$ cat src/pkg/rsw_cfg.svh
`ifndef RSW_CFG_SVH
`define RSW_CFG_SVH
`define RSW_OFF_STATUS 32'h0000_0000
`define RSW_OFF_COMMAND 32'h0000_0004
`define RSW_OFF_PARTNER 32'h0000_0008
`define RSW_BIT_LOCAL_ROLE 0
`define RSW_BIT_REMOTE_ROLE 2
`define RSW_BIT_MISMATCH 4
`define RSW_BIT_ORDER 5
`define RSW_BIT_BLOCKED 14
`define RSW_BIT_ACTIVE 15
`define RSW_BIT_TOLERANCE 3
`define RSW_ROLE_OFFLINE 2'h1
`define RSW_ROLE_PRIMARY 2'h2
`define RSW_ROLE_STANDBY 2'h3
`define RSW_RST_COMMAND 16'h0000
`define RSW_RESP_OKAY 2'h0
`define RSW_RESP_SLVERR 2'h2
`endif

$ cat src/pkg/rsw_pkg.sv
package rsw_pkg;
    typedef enum logic [2:0] {
        RSW_BUS_IDLE = 3'h1,
        RSW_BUS_WRESP = 3'h2,
        RSW_BUS_RDATA = 3'h4
    } rsw_bus_t;
    typedef logic [1:0] rsw_role_t;
endpackage : rsw_pkg

$ cat src/rtl/rsw_status.sv
`timescale 1ns/1ps
`include "rsw_cfg.svh"
module rsw_status #(
    parameter int ADDR_W = 4
) (
    input wire logic aclk,
    input wire logic aresetn,
    input wire logic [ADDR_W-1:0] s_axi_awaddr,
    input wire logic s_axi_awvalid,
    output logic s_axi_awready,
    input wire logic [31:0] s_axi_wdata,
    input wire logic [3:0] s_axi_wstrb,
    input wire logic s_axi_wvalid,
    output logic s_axi_wready,
    output logic [1:0] s_axi_bresp,
    output logic s_axi_bvalid,
    input wire logic s_axi_bready,
    input wire logic [ADDR_W-1:0] s_axi_araddr,
    input wire logic s_axi_arvalid,
    output logic s_axi_arready,
    output logic [31:0] s_axi_rdata,
    output logic [1:0] s_axi_rresp,
    output logic s_axi_rvalid,
    input wire logic s_axi_rready,
    input wire rsw_pkg::rsw_role_t local_role_req,
    input wire logic exch_valid,
    input wire rsw_pkg::rsw_role_t exch_partner_role,
    input wire logic exch_logic_differs,
    input wire logic copro_start_valid,
    input wire logic copro_order_b,
    input wire logic copro_ok,
    output rsw_pkg::rsw_role_t local_role
);
    import rsw_pkg::*;

    // ****************************************
    // parameters and register indices
    // ****************************************
    // decode looks at word index bits only, byte offset bits ignored
    if (ADDR_W < 4 || ADDR_W > 32) begin : g_addr_w_bad
        $error("ADDR_W outside the range the register map can decode");
    end

    localparam int IDX_W = ADDR_W - 2;
    localparam logic [IDX_W-1:0] IDX_STATUS = IDX_W'(`RSW_OFF_STATUS >> 2);
    localparam logic [IDX_W-1:0] IDX_COMMAND = IDX_W'(`RSW_OFF_COMMAND >> 2);
    localparam logic [IDX_W-1:0] IDX_PARTNER = IDX_W'(`RSW_OFF_PARTNER >> 2);

    typedef struct packed {
        rsw_bus_t wst;
        rsw_bus_t rst;
        logic aw_got;
        logic w_got;
        logic [ADDR_W-1:0] awaddr;
        logic [31:0] wdata;
        logic [3:0] wstrb;
        logic awready;
        logic wready;
        logic arready;
        logic bvalid;
        logic [1:0] bresp;
        logic rvalid;
        logic [1:0] rresp;
        logic [31:0] rdata;
        logic [15:0] command;
        rsw_role_t partner_role;
        logic differs;
        logic order_b;
        logic order_seen;
        logic active;
        rsw_role_t role;
    } rsw_state_t;

    rsw_state_t state;
    rsw_state_t next_state;
    logic [1:0] ok_sync;
    logic [15:0] status_word;

    // ****************************************
    // input synchroniser
    // ****************************************
    // coprocessor health is a level from another domain
    always_ff @(posedge aclk) begin
        if (!aresetn) begin
            ok_sync <= 2'h0;
        end else begin
            ok_sync <= {ok_sync[0], copro_ok};
        end
    end

    // ****************************************
    // status word assembly
    // ****************************************
    always_comb begin
        status_word = 16'h0000;
        status_word[`RSW_BIT_LOCAL_ROLE +: 2] = state.role;
        status_word[`RSW_BIT_REMOTE_ROLE +: 2] = state.partner_role;
        status_word[`RSW_BIT_MISMATCH] = state.differs & state.command[`RSW_BIT_TOLERANCE];
        status_word[`RSW_BIT_ORDER] = state.order_b;
        status_word[`RSW_BIT_BLOCKED] = state.differs;
        status_word[`RSW_BIT_ACTIVE] = state.active;
    end

    // ****************************************
    // next state
    // ****************************************
    always_comb begin
        next_state = state;
        if (exch_valid) begin
            next_state.partner_role = exch_partner_role;
            next_state.differs = exch_logic_differs;
        end
        if (copro_start_valid && !state.order_seen) begin
            next_state.order_b = copro_order_b;
            next_state.order_seen = 1'b1;
        end
        next_state.active = ok_sync[1];
        // standby request forced offline on mismatch while tolerance bit is clear
        // role rebuilt every cycle, so standby returns once mismatch clears
        if (local_role_req == `RSW_ROLE_STANDBY && next_state.differs
            && !state.command[`RSW_BIT_TOLERANCE]) begin
            next_state.role = `RSW_ROLE_OFFLINE;
        end else if (local_role_req == 2'h0) begin
            next_state.role = `RSW_ROLE_OFFLINE;
        end else begin
            next_state.role = local_role_req;
        end

        // write channel
        next_state.awready = 1'b0;
        next_state.wready = 1'b0;
        case (state.wst)
            RSW_BUS_IDLE: begin
                if (s_axi_awvalid && !state.aw_got) begin
                    next_state.aw_got = 1'b1;
                    next_state.awaddr = s_axi_awaddr;
                    next_state.awready = 1'b1;
                end
                if (s_axi_wvalid && !state.w_got) begin
                    next_state.w_got = 1'b1;
                    next_state.wdata = s_axi_wdata;
                    next_state.wstrb = s_axi_wstrb;
                    next_state.wready = 1'b1;
                end
                if (state.aw_got && state.w_got) begin
                    next_state.aw_got = 1'b0;
                    next_state.w_got = 1'b0;
                    next_state.bvalid = 1'b1;
                    next_state.wst = RSW_BUS_WRESP;
                    case (state.awaddr[ADDR_W-1:2])
                        IDX_COMMAND: begin
                            next_state.bresp = `RSW_RESP_OKAY;
                            // word is 16 bits, upper lanes have nothing to land in
                            if (state.wstrb[0]) begin
                                next_state.command[7:0] = state.wdata[7:0];
                            end
                            if (state.wstrb[1]) begin
                                next_state.command[15:8] = state.wdata[15:8];
                            end
                        end
                        IDX_STATUS, IDX_PARTNER: begin
                            next_state.bresp = `RSW_RESP_OKAY;
                        end
                        default: begin
                            next_state.bresp = `RSW_RESP_SLVERR;
                        end
                    endcase
                end
            end
            RSW_BUS_WRESP: begin
                if (s_axi_bready) begin
                    next_state.bvalid = 1'b0;
                    next_state.wst = RSW_BUS_IDLE;
                end
            end
            default: begin
                next_state.wst = RSW_BUS_IDLE;
            end
        endcase

        // read channel
        next_state.arready = 1'b0;
        case (state.rst)
            RSW_BUS_IDLE: begin
                if (s_axi_arvalid) begin
                    next_state.arready = 1'b1;
                    next_state.rvalid = 1'b1;
                    next_state.rresp = `RSW_RESP_OKAY;
                    next_state.rst = RSW_BUS_RDATA;
                    case (s_axi_araddr[ADDR_W-1:2])
                        IDX_STATUS: begin
                            next_state.rdata = {16'h0000, status_word};
                        end
                        IDX_COMMAND: begin
                            next_state.rdata = {16'h0000, state.command};
                        end
                        IDX_PARTNER: begin
                            next_state.rdata = {30'h0000_0000, state.partner_role};
                        end
                        default: begin
                            // unmapped reads return zero so no stale data leaks
                            next_state.rdata = 32'h0000_0000;
                            next_state.rresp = `RSW_RESP_SLVERR;
                        end
                    endcase
                end
            end
            RSW_BUS_RDATA: begin
                if (s_axi_rready) begin
                    next_state.rvalid = 1'b0;
                    next_state.rst = RSW_BUS_IDLE;
                end
            end
            default: begin
                next_state.rst = RSW_BUS_IDLE;
            end
        endcase
    end

    // ****************************************
    // state register
    // ****************************************
    always_ff @(posedge aclk) begin
        if (!aresetn) begin
            state <= '0;
            state.wst <= RSW_BUS_IDLE;
            state.rst <= RSW_BUS_IDLE;
            state.command <= `RSW_RST_COMMAND;
            state.role <= `RSW_ROLE_OFFLINE;
            state.partner_role <= `RSW_ROLE_OFFLINE;
        end else begin
            state <= next_state;
        end
    end

    assign s_axi_awready = state.awready;
    assign s_axi_wready = state.wready;
    assign s_axi_bvalid = state.bvalid;
    assign s_axi_bresp = state.bresp;
    assign s_axi_arready = state.arready;
    assign s_axi_rvalid = state.rvalid;
    assign s_axi_rresp = state.rresp;
    assign s_axi_rdata = state.rdata;
    assign local_role = state.role;
endmodule : rsw_status

$ cat config.mk
export PLATFORM = sky130hd
export DESIGN_NAME = rsw_status
export DESIGN_NICKNAME = d
export VERILOG_FILES = /design/src/pkg/rsw_pkg.sv /design/src/rtl/rsw_status.sv
export VERILOG_INCLUDE_DIRS = /design/src /design/src/pkg
export SDC_FILE = /design/constraint.sdc
export NUM_CORES = 1
export LEC_CHECK = 0
export BUFFER_PORTS_ARGS = -buffer_cell sky130_fd_sc_hd__buf_2
export CAP_MARGIN = 10
export CORE_MARGIN = 1
export CORE_UTILIZATION = 54
export DETAILED_ROUTE_END_ITERATION = 8
export PLACE_DENSITY = 0.84
export SLEW_MARGIN = 10
export SYNTH_ARGS = -nofsm -noshare
export SYNTH_HDL_FRONTEND = slang
export SYNTH_SLANG_ARGS = --single-unit
$ cat constraint.sdc
create_clock -name aclk -period 1.75 [get_ports aclk]
set_input_delay 0.0875 -clock aclk [delete_from_list [all_inputs] [get_ports aclk]]
set_output_delay 0.0875 -clock aclk [all_outputs]
set_load 0.02 [all_outputs]
# After elaboration in Yosys (flattened, before gate mapping)
# Index checks and enable logic that the tools add are counted.
[word_totals]
reg_bits = 97
input_bits = 60
out_inout_bits = 43
wordCells = 95
[op_classes]
eq_ne = 13
mux = 22
bitwise = 2
n_reduce_logical = 34
[op_table]
columns = ["cell", "count"]
rows = [
  ["$pmux W16 S3", 1],
  ["$mux W35", 1],
  ["$reduce_and A2 Y1", 10],
  ["$mux W3", 5],
  ["$pmux W3 S2", 2],
  ["$reduce_or A3 Y1", 3],
  ["$mux W1", 8],
  ["$ne A2 B2 Y1 const B", 4],
  ["$reduce_and A4 Y1", 2],
  ["$reduce_bool A2 Y1", 4],
  ["$eq A2 B2 Y1 const B", 3],
  ["$eq A3 B1 Y1 const B", 2],
  ["$logic_and A1 B1 Y1", 6],
  ["$logic_not A2 Y1", 3],
  ["$mux W2", 3],
  ["$reduce_and A3 Y1", 2],
  ["$eq A2 B1 Y1 const B", 2],
  ["$logic_not A1 Y1", 4],
  ["$pmux W1 S2", 2],
  ["$eq A3 B2 Y1 const B", 1],
  ["$eq A3 B3 Y1 const B", 1],
  ["$and A1 B1 Y1", 1],
  ["$not A1 Y1", 1],
]

# Longest topological paths before layout
[logic_depth]
depth_word = 5
mapped_depth = 5
ltp_nobuf = 3

# Least setup slack after synthesis
# OpenSTA, ideal clock, no wires.
[synth_timing]
kind = "register to register"
start = "register state[109] (netlist bit)"
end = "register state, in the netlist s_axi_rdata[10]"
setup_time_ns = 0.117
t_arrival_ns = 1.059
required_time_ns = 1.633
setup_slack_ns = 0.574
path_stages_with_launch = 6
path_buffers = 2
synth_period_minus_slack_ns = 1.176
cell_sequence = "dfxtp_1 > and3b_1 > buf_6 > nor2b_4 > buf_6 > a22o_2"
[synth_via]
elab_chain_cells = 2
[synth_lines]
columns = ["item", "line_no", "rtl"]
rows = [
  ["from (decl)", "rsw_status.sv:74", "rsw_state_t state;"],
  ["from (signal assigned)", "rsw_status.sv:232", "state <= next_state;"],
  ["$eq A3 B1 Y1", "rsw_status.sv:183", "case (state.rst)"],
  ["$reduce_and A2 Y1 (no line)", "n/a", ""],
]
# No other way between the ends.
# A chain may end at the register's enable or synchronous reset.

# Worst setup path after layout
[layout_timing]
start = "register state[110] (netlist bit)"
end = "register state[13] (netlist bit)"
[layout_via]
elab_chain_cells = 2
[layout_lines]
columns = ["item", "line_no", "rtl"]
rows = [
  ["$eq A3 B1 Y1", "rsw_status.sv:132", "case (state.wst)"],
  ["$reduce_and A4 Y1 (no line)", "n/a", ""],
]
# No other way between the ends.

==> Flow_metrics.wiki <==
{| class="wikitable"
! Metric !! Value
|-
| Finish-stage setup viols || 0
|-
| Critical path class || flip-flop to flip-flop
|-
| Total clock buffers created by CTS || 9
|-
| Boundary Pins || just over 100
|-
| Die outline height || about 78 um
|-
| Critical Path End || state[13]$_SDFFE_PN0P_
|-
| Final Total Pwr || about 3.7 mW
|-
| Die area || about 6000 um^2
|-
| Distinct cell type count of the synthesized netlist || 35
|-
| Sink Count || 75
|-
| IO buf count || 62
|-
| DR WL/cell || 12.4 um
|-
| Hold slack || 0.0159 ns
|-
| Critical path startpoint || state[110]$_SDFFE_PN1P_
|-
| Largest net degree at the start of global routing || 73
|-
| Warning count from the yosys run || 0
|-
| Post-Route WL || just under 6000 um
|-
| Critical Path Start Type || flip-flop
|-
| First-pass GRT wire length || about 9700 um
|-
| Required time of the critical path || ~2.0 ns
|-
| Final clock period utilization by the worst path || 0.847
|-
| Number of antenna violations at the first check in global routing || 0
|-
| Syn_area_per_cell || slightly below 10 um^2
|-
| RR Endpoint || state[13]$_SDFFE_PN0P_
|-
| Most common cell after layout, fill and taps aside || sky130_fd_sc_hd__dfxtp_1
|-
| Cell count after synthesis || 324
|-
| Crit path arrival time || around 1.8 ns
|-
| Latest clock arrival within the worst-skew pair || ~0.34 ns
|-
| R2R cell count || 3
|-
| Core Rows || 27
|-
| Top achievable clock speed || 675 MHz
|-
| Peak VDD IR || between 500 and 600 uV
|-
| Number of enable flip-flop cells after synthesis || 0
|-
| Root buffer cell || sky130_fd_sc_hd__clkbuf_8
|-
| Vias in the first global route || approximately 2100
|-
| Highest-count cells in the layout ignoring fill and taps || sky130_fd_sc_hd__dfxtp_1, sky130_fd_sc_hd__nand2_1, sky130_fd_sc_hd__buf_2
|-
| Total leakage power || 1.59 nW
|-
| Antenna-violating nets left || 0
|-
| Placeable Area || 5570 um^2
|-
| Critical R2R Launch || state[110]$_SDFFE_PN1P_
|-
| Nets || around 450
|-
| Number of pins with negative max-slew slack in the final report || 0
|-
| Type of the most critical hold path || input port to flip-flop
|-
| Share of final-layout standard cells stronger than drive strength 1 || 0.224
|-
| DRC || 0
|-
| CTS max path bufs || 2
|-
| Detailed-router iteration count before antenna repair || 4
|-
| Max Cap Violations || 0
|-
| Clock tree from TritonCTS || yes
|-
| Netlist area before placement || roughly 3100 um^2
|-
| Remaining global-route overflow || 0
|-
| Worst setup skew after layout || 0.00709 ns
|-
| Setup total negative slack || 0 ns
|-
| Number of design-rule violations left by the first detailed-router iteration || 85
|-
| Die X-Extent || about 80 um
|-
| Setup slack on the worst flop-to-flop path || between 0.2 and 0.3 ns
|-
| Starting Density || 0.564
|-
| Sequential-to-total area share from yosys stat || 0.478
|-
| Clock edge transition at the registers on the reported setup and hold paths || 0.08 ns
|-
| Final hold vios || 0
|-
| Final weighted congestion of routability-driven global placement || around 0.71
|-
| Endpoint type of the worst setup path || flip-flop
|-
| # placed instances || 423
|-
| Primary flip-flop cell chosen by synthesis mapping || sky130_fd_sc_hd__dfxtp_1
|-
| CTS H-tree lvls || 3
|-
| HPWL after DPL || approximately 3800 um
|-
| Post-layout instance count excluding filler cells || between 400 and 500
|-
| Clock period minus worst slack || 1.48 ns
|-
| Avg Vias per Cell || roughly 5
|-
| RSZ-0062 raised after global routing || no
|-
| Register bit count reported by yosys || between 70 and 80
|-
| Number of setup buffers added after CTS || 0
|-
| Total via count in the routed design || between 2000 and 2500
|-
| CP Max Fanout || 8
|-
| PD cells || roughly 990 nW/um^2
|-
| Result of the run || complete, no violations
|-
| Inserted Diodes || 0
|-
| Post-synthesis to final-layout area growth || 18.6%
|-
| Total GRT Usage || 0.206
|-
| Utilization after layout || 0.668
|-
| Async SR Flop Fraction || 0
|}
-- through the flow --
step | area, um^2 | worst slack, ns
after floorplan | 3210 | 0.574
after global placement | 3250 | 0.354
after detailed placement | 3250 | 0.290
after CTS | 3730 | 0.279
after global routing | 3730 | 0.127
final | 3730 | 0.268
-- cell type report --
class	count	area, um^2
fillers	446	1850
flip-flops and latches	75	1500
multi-input cells	207	1290
repair buffers	91	603
clock buffers	12	155
well taps	72	90.1
clock inverters	4	72.6
inverters	3	11.3
-- cell families (layout without fill, tap and decap cells) --
kind of cell | after synthesis | after routing | synth area share
AO/OA/AOI/OAI | 51 | 51 | 0.123
buffers and inverters | 59 | 110 | 0.131
flip-flops | 75 | 75 | 0.478
multiplexers | 29 | 29 | 0.0924
other | 1 | 18 | 0.00119
AND/OR/NAND/NOR | 109 | 109 | 0.175
-- state kept, by name, indices dropped and copies added (netlist names) --
signal	flops
s_axi_rdata	16
local_role	2
s_axi_bresp	1
s_axi_arready	1
s_axi_bvalid	1
s_axi_rvalid	1
state	48
s_axi_awready	1
s_axi_rresp	1
ok_sync	2
s_axi_wready	1
-- report_power, final --
| group | switching [mW] | leakage, nW | total, mW | internal (mW) |
|---|---|---|---|---|
| Clock | 0.595 | 0.113 | 1.47 | 0.879 |
| Combinational | 0.221 | 0.868 | 0.400 | 0.179 |
| Sequential | 0.0430 | 0.612 | 1.83 | 1.78 |
| Total | 0.859 | 1.59 | 3.70 | 2.84 |
-- critical path, stage by stage (launching register included) --
cell	delay, ns
sky130_fd_sc_hd__dfxtp_1	0.40
sky130_fd_sc_hd__nor2b_1	0.24
sky130_fd_sc_hd__and3_1	0.51
sky130_fd_sc_hd__mux2i_1	0.26
-- cell usage after synthesis, types with 2 or more instances --
cell,number,share of area
sky130_fd_sc_hd__a21oi_1,4,0.0064
sky130_fd_sc_hd__o2bb2ai_1,6,0.017
sky130_fd_sc_hd__a21boi_0,11,0.026
sky130_fd_sc_hd__a21boi_1,10,0.024
sky130_fd_sc_hd__buf_4,43,0.10
sky130_fd_sc_hd__o21ai_0,5,0.0080
sky130_fd_sc_hd__inv_1,3,0.0036
sky130_fd_sc_hd__o21a_1,5,0.012
sky130_fd_sc_hd__nor3b_1,2,0.0048
sky130_fd_sc_hd__buf_2,6,0.0096
sky130_fd_sc_hd__nand3b_1,4,0.0096
sky130_fd_sc_hd__and3b_1,2,0.0056
sky130_fd_sc_hd__clkbuf_1,4,0.0048
sky130_fd_sc_hd__and2_1,5,0.010
sky130_fd_sc_hd__nand2_1,73,0.087
sky130_fd_sc_hd__mux2i_1,29,0.092
sky130_fd_sc_hd__nor2b_1,8,0.016
sky130_fd_sc_hd__nand3_1,2,0.0032
sky130_fd_sc_hd__a22o_2,4,0.013
sky130_fd_sc_hd__a22o_1,4,0.011
sky130_fd_sc_hd__buf_6,3,0.011
sky130_fd_sc_hd__dfxtp_1,75,0.48
sky130_fd_sc_hd__and3_1,2,0.0040
sky130_fd_sc_hd__and4b_1,3,0.0096
-- metal layers --
metal,part of all wire,GRT usage,vias up
met5,0,0,-
met4,0.026,0.107,0
met3,0.049,0.0558,13
met2,0.46,0.330,68
met1,0.46,0.252,1023
li1,-,-,1159
-- how the worst min path moves through the flow --
| stage | startpoint | end | slack (ns) | depth (start not counted) |
|---|---|---|---|---|
| floorplan | local_role_req[1] | local_role[0]$_SDFF_PP1_ | 0.16 | 1 |
| global placement | local_role_req[1] | local_role[0]$_SDFF_PP1_ | 0.28 | 2 |
| detailed placement | local_role_req[1] | local_role[0]$_SDFF_PP1_ | 0.28 | 2 |
| CTS | exch_partner_role[1] | state[7]$_SDFFE_PN0P_ | 0.003 | 3 |
| global route | exch_partner_role[1] | state[7]$_SDFFE_PN0P_ | 0.04 | 3 |
| finish | exch_partner_role[1] | state[7]$_SDFFE_PN0P_ | 0.02 | 3 |
-- timing repair --
item	CTS	global route
endpoints found under the hold margin	25	0
hold buffers	25	0
gates resized for setup	0	0
No activity file was read; power rests on OpenSTA's default activity.
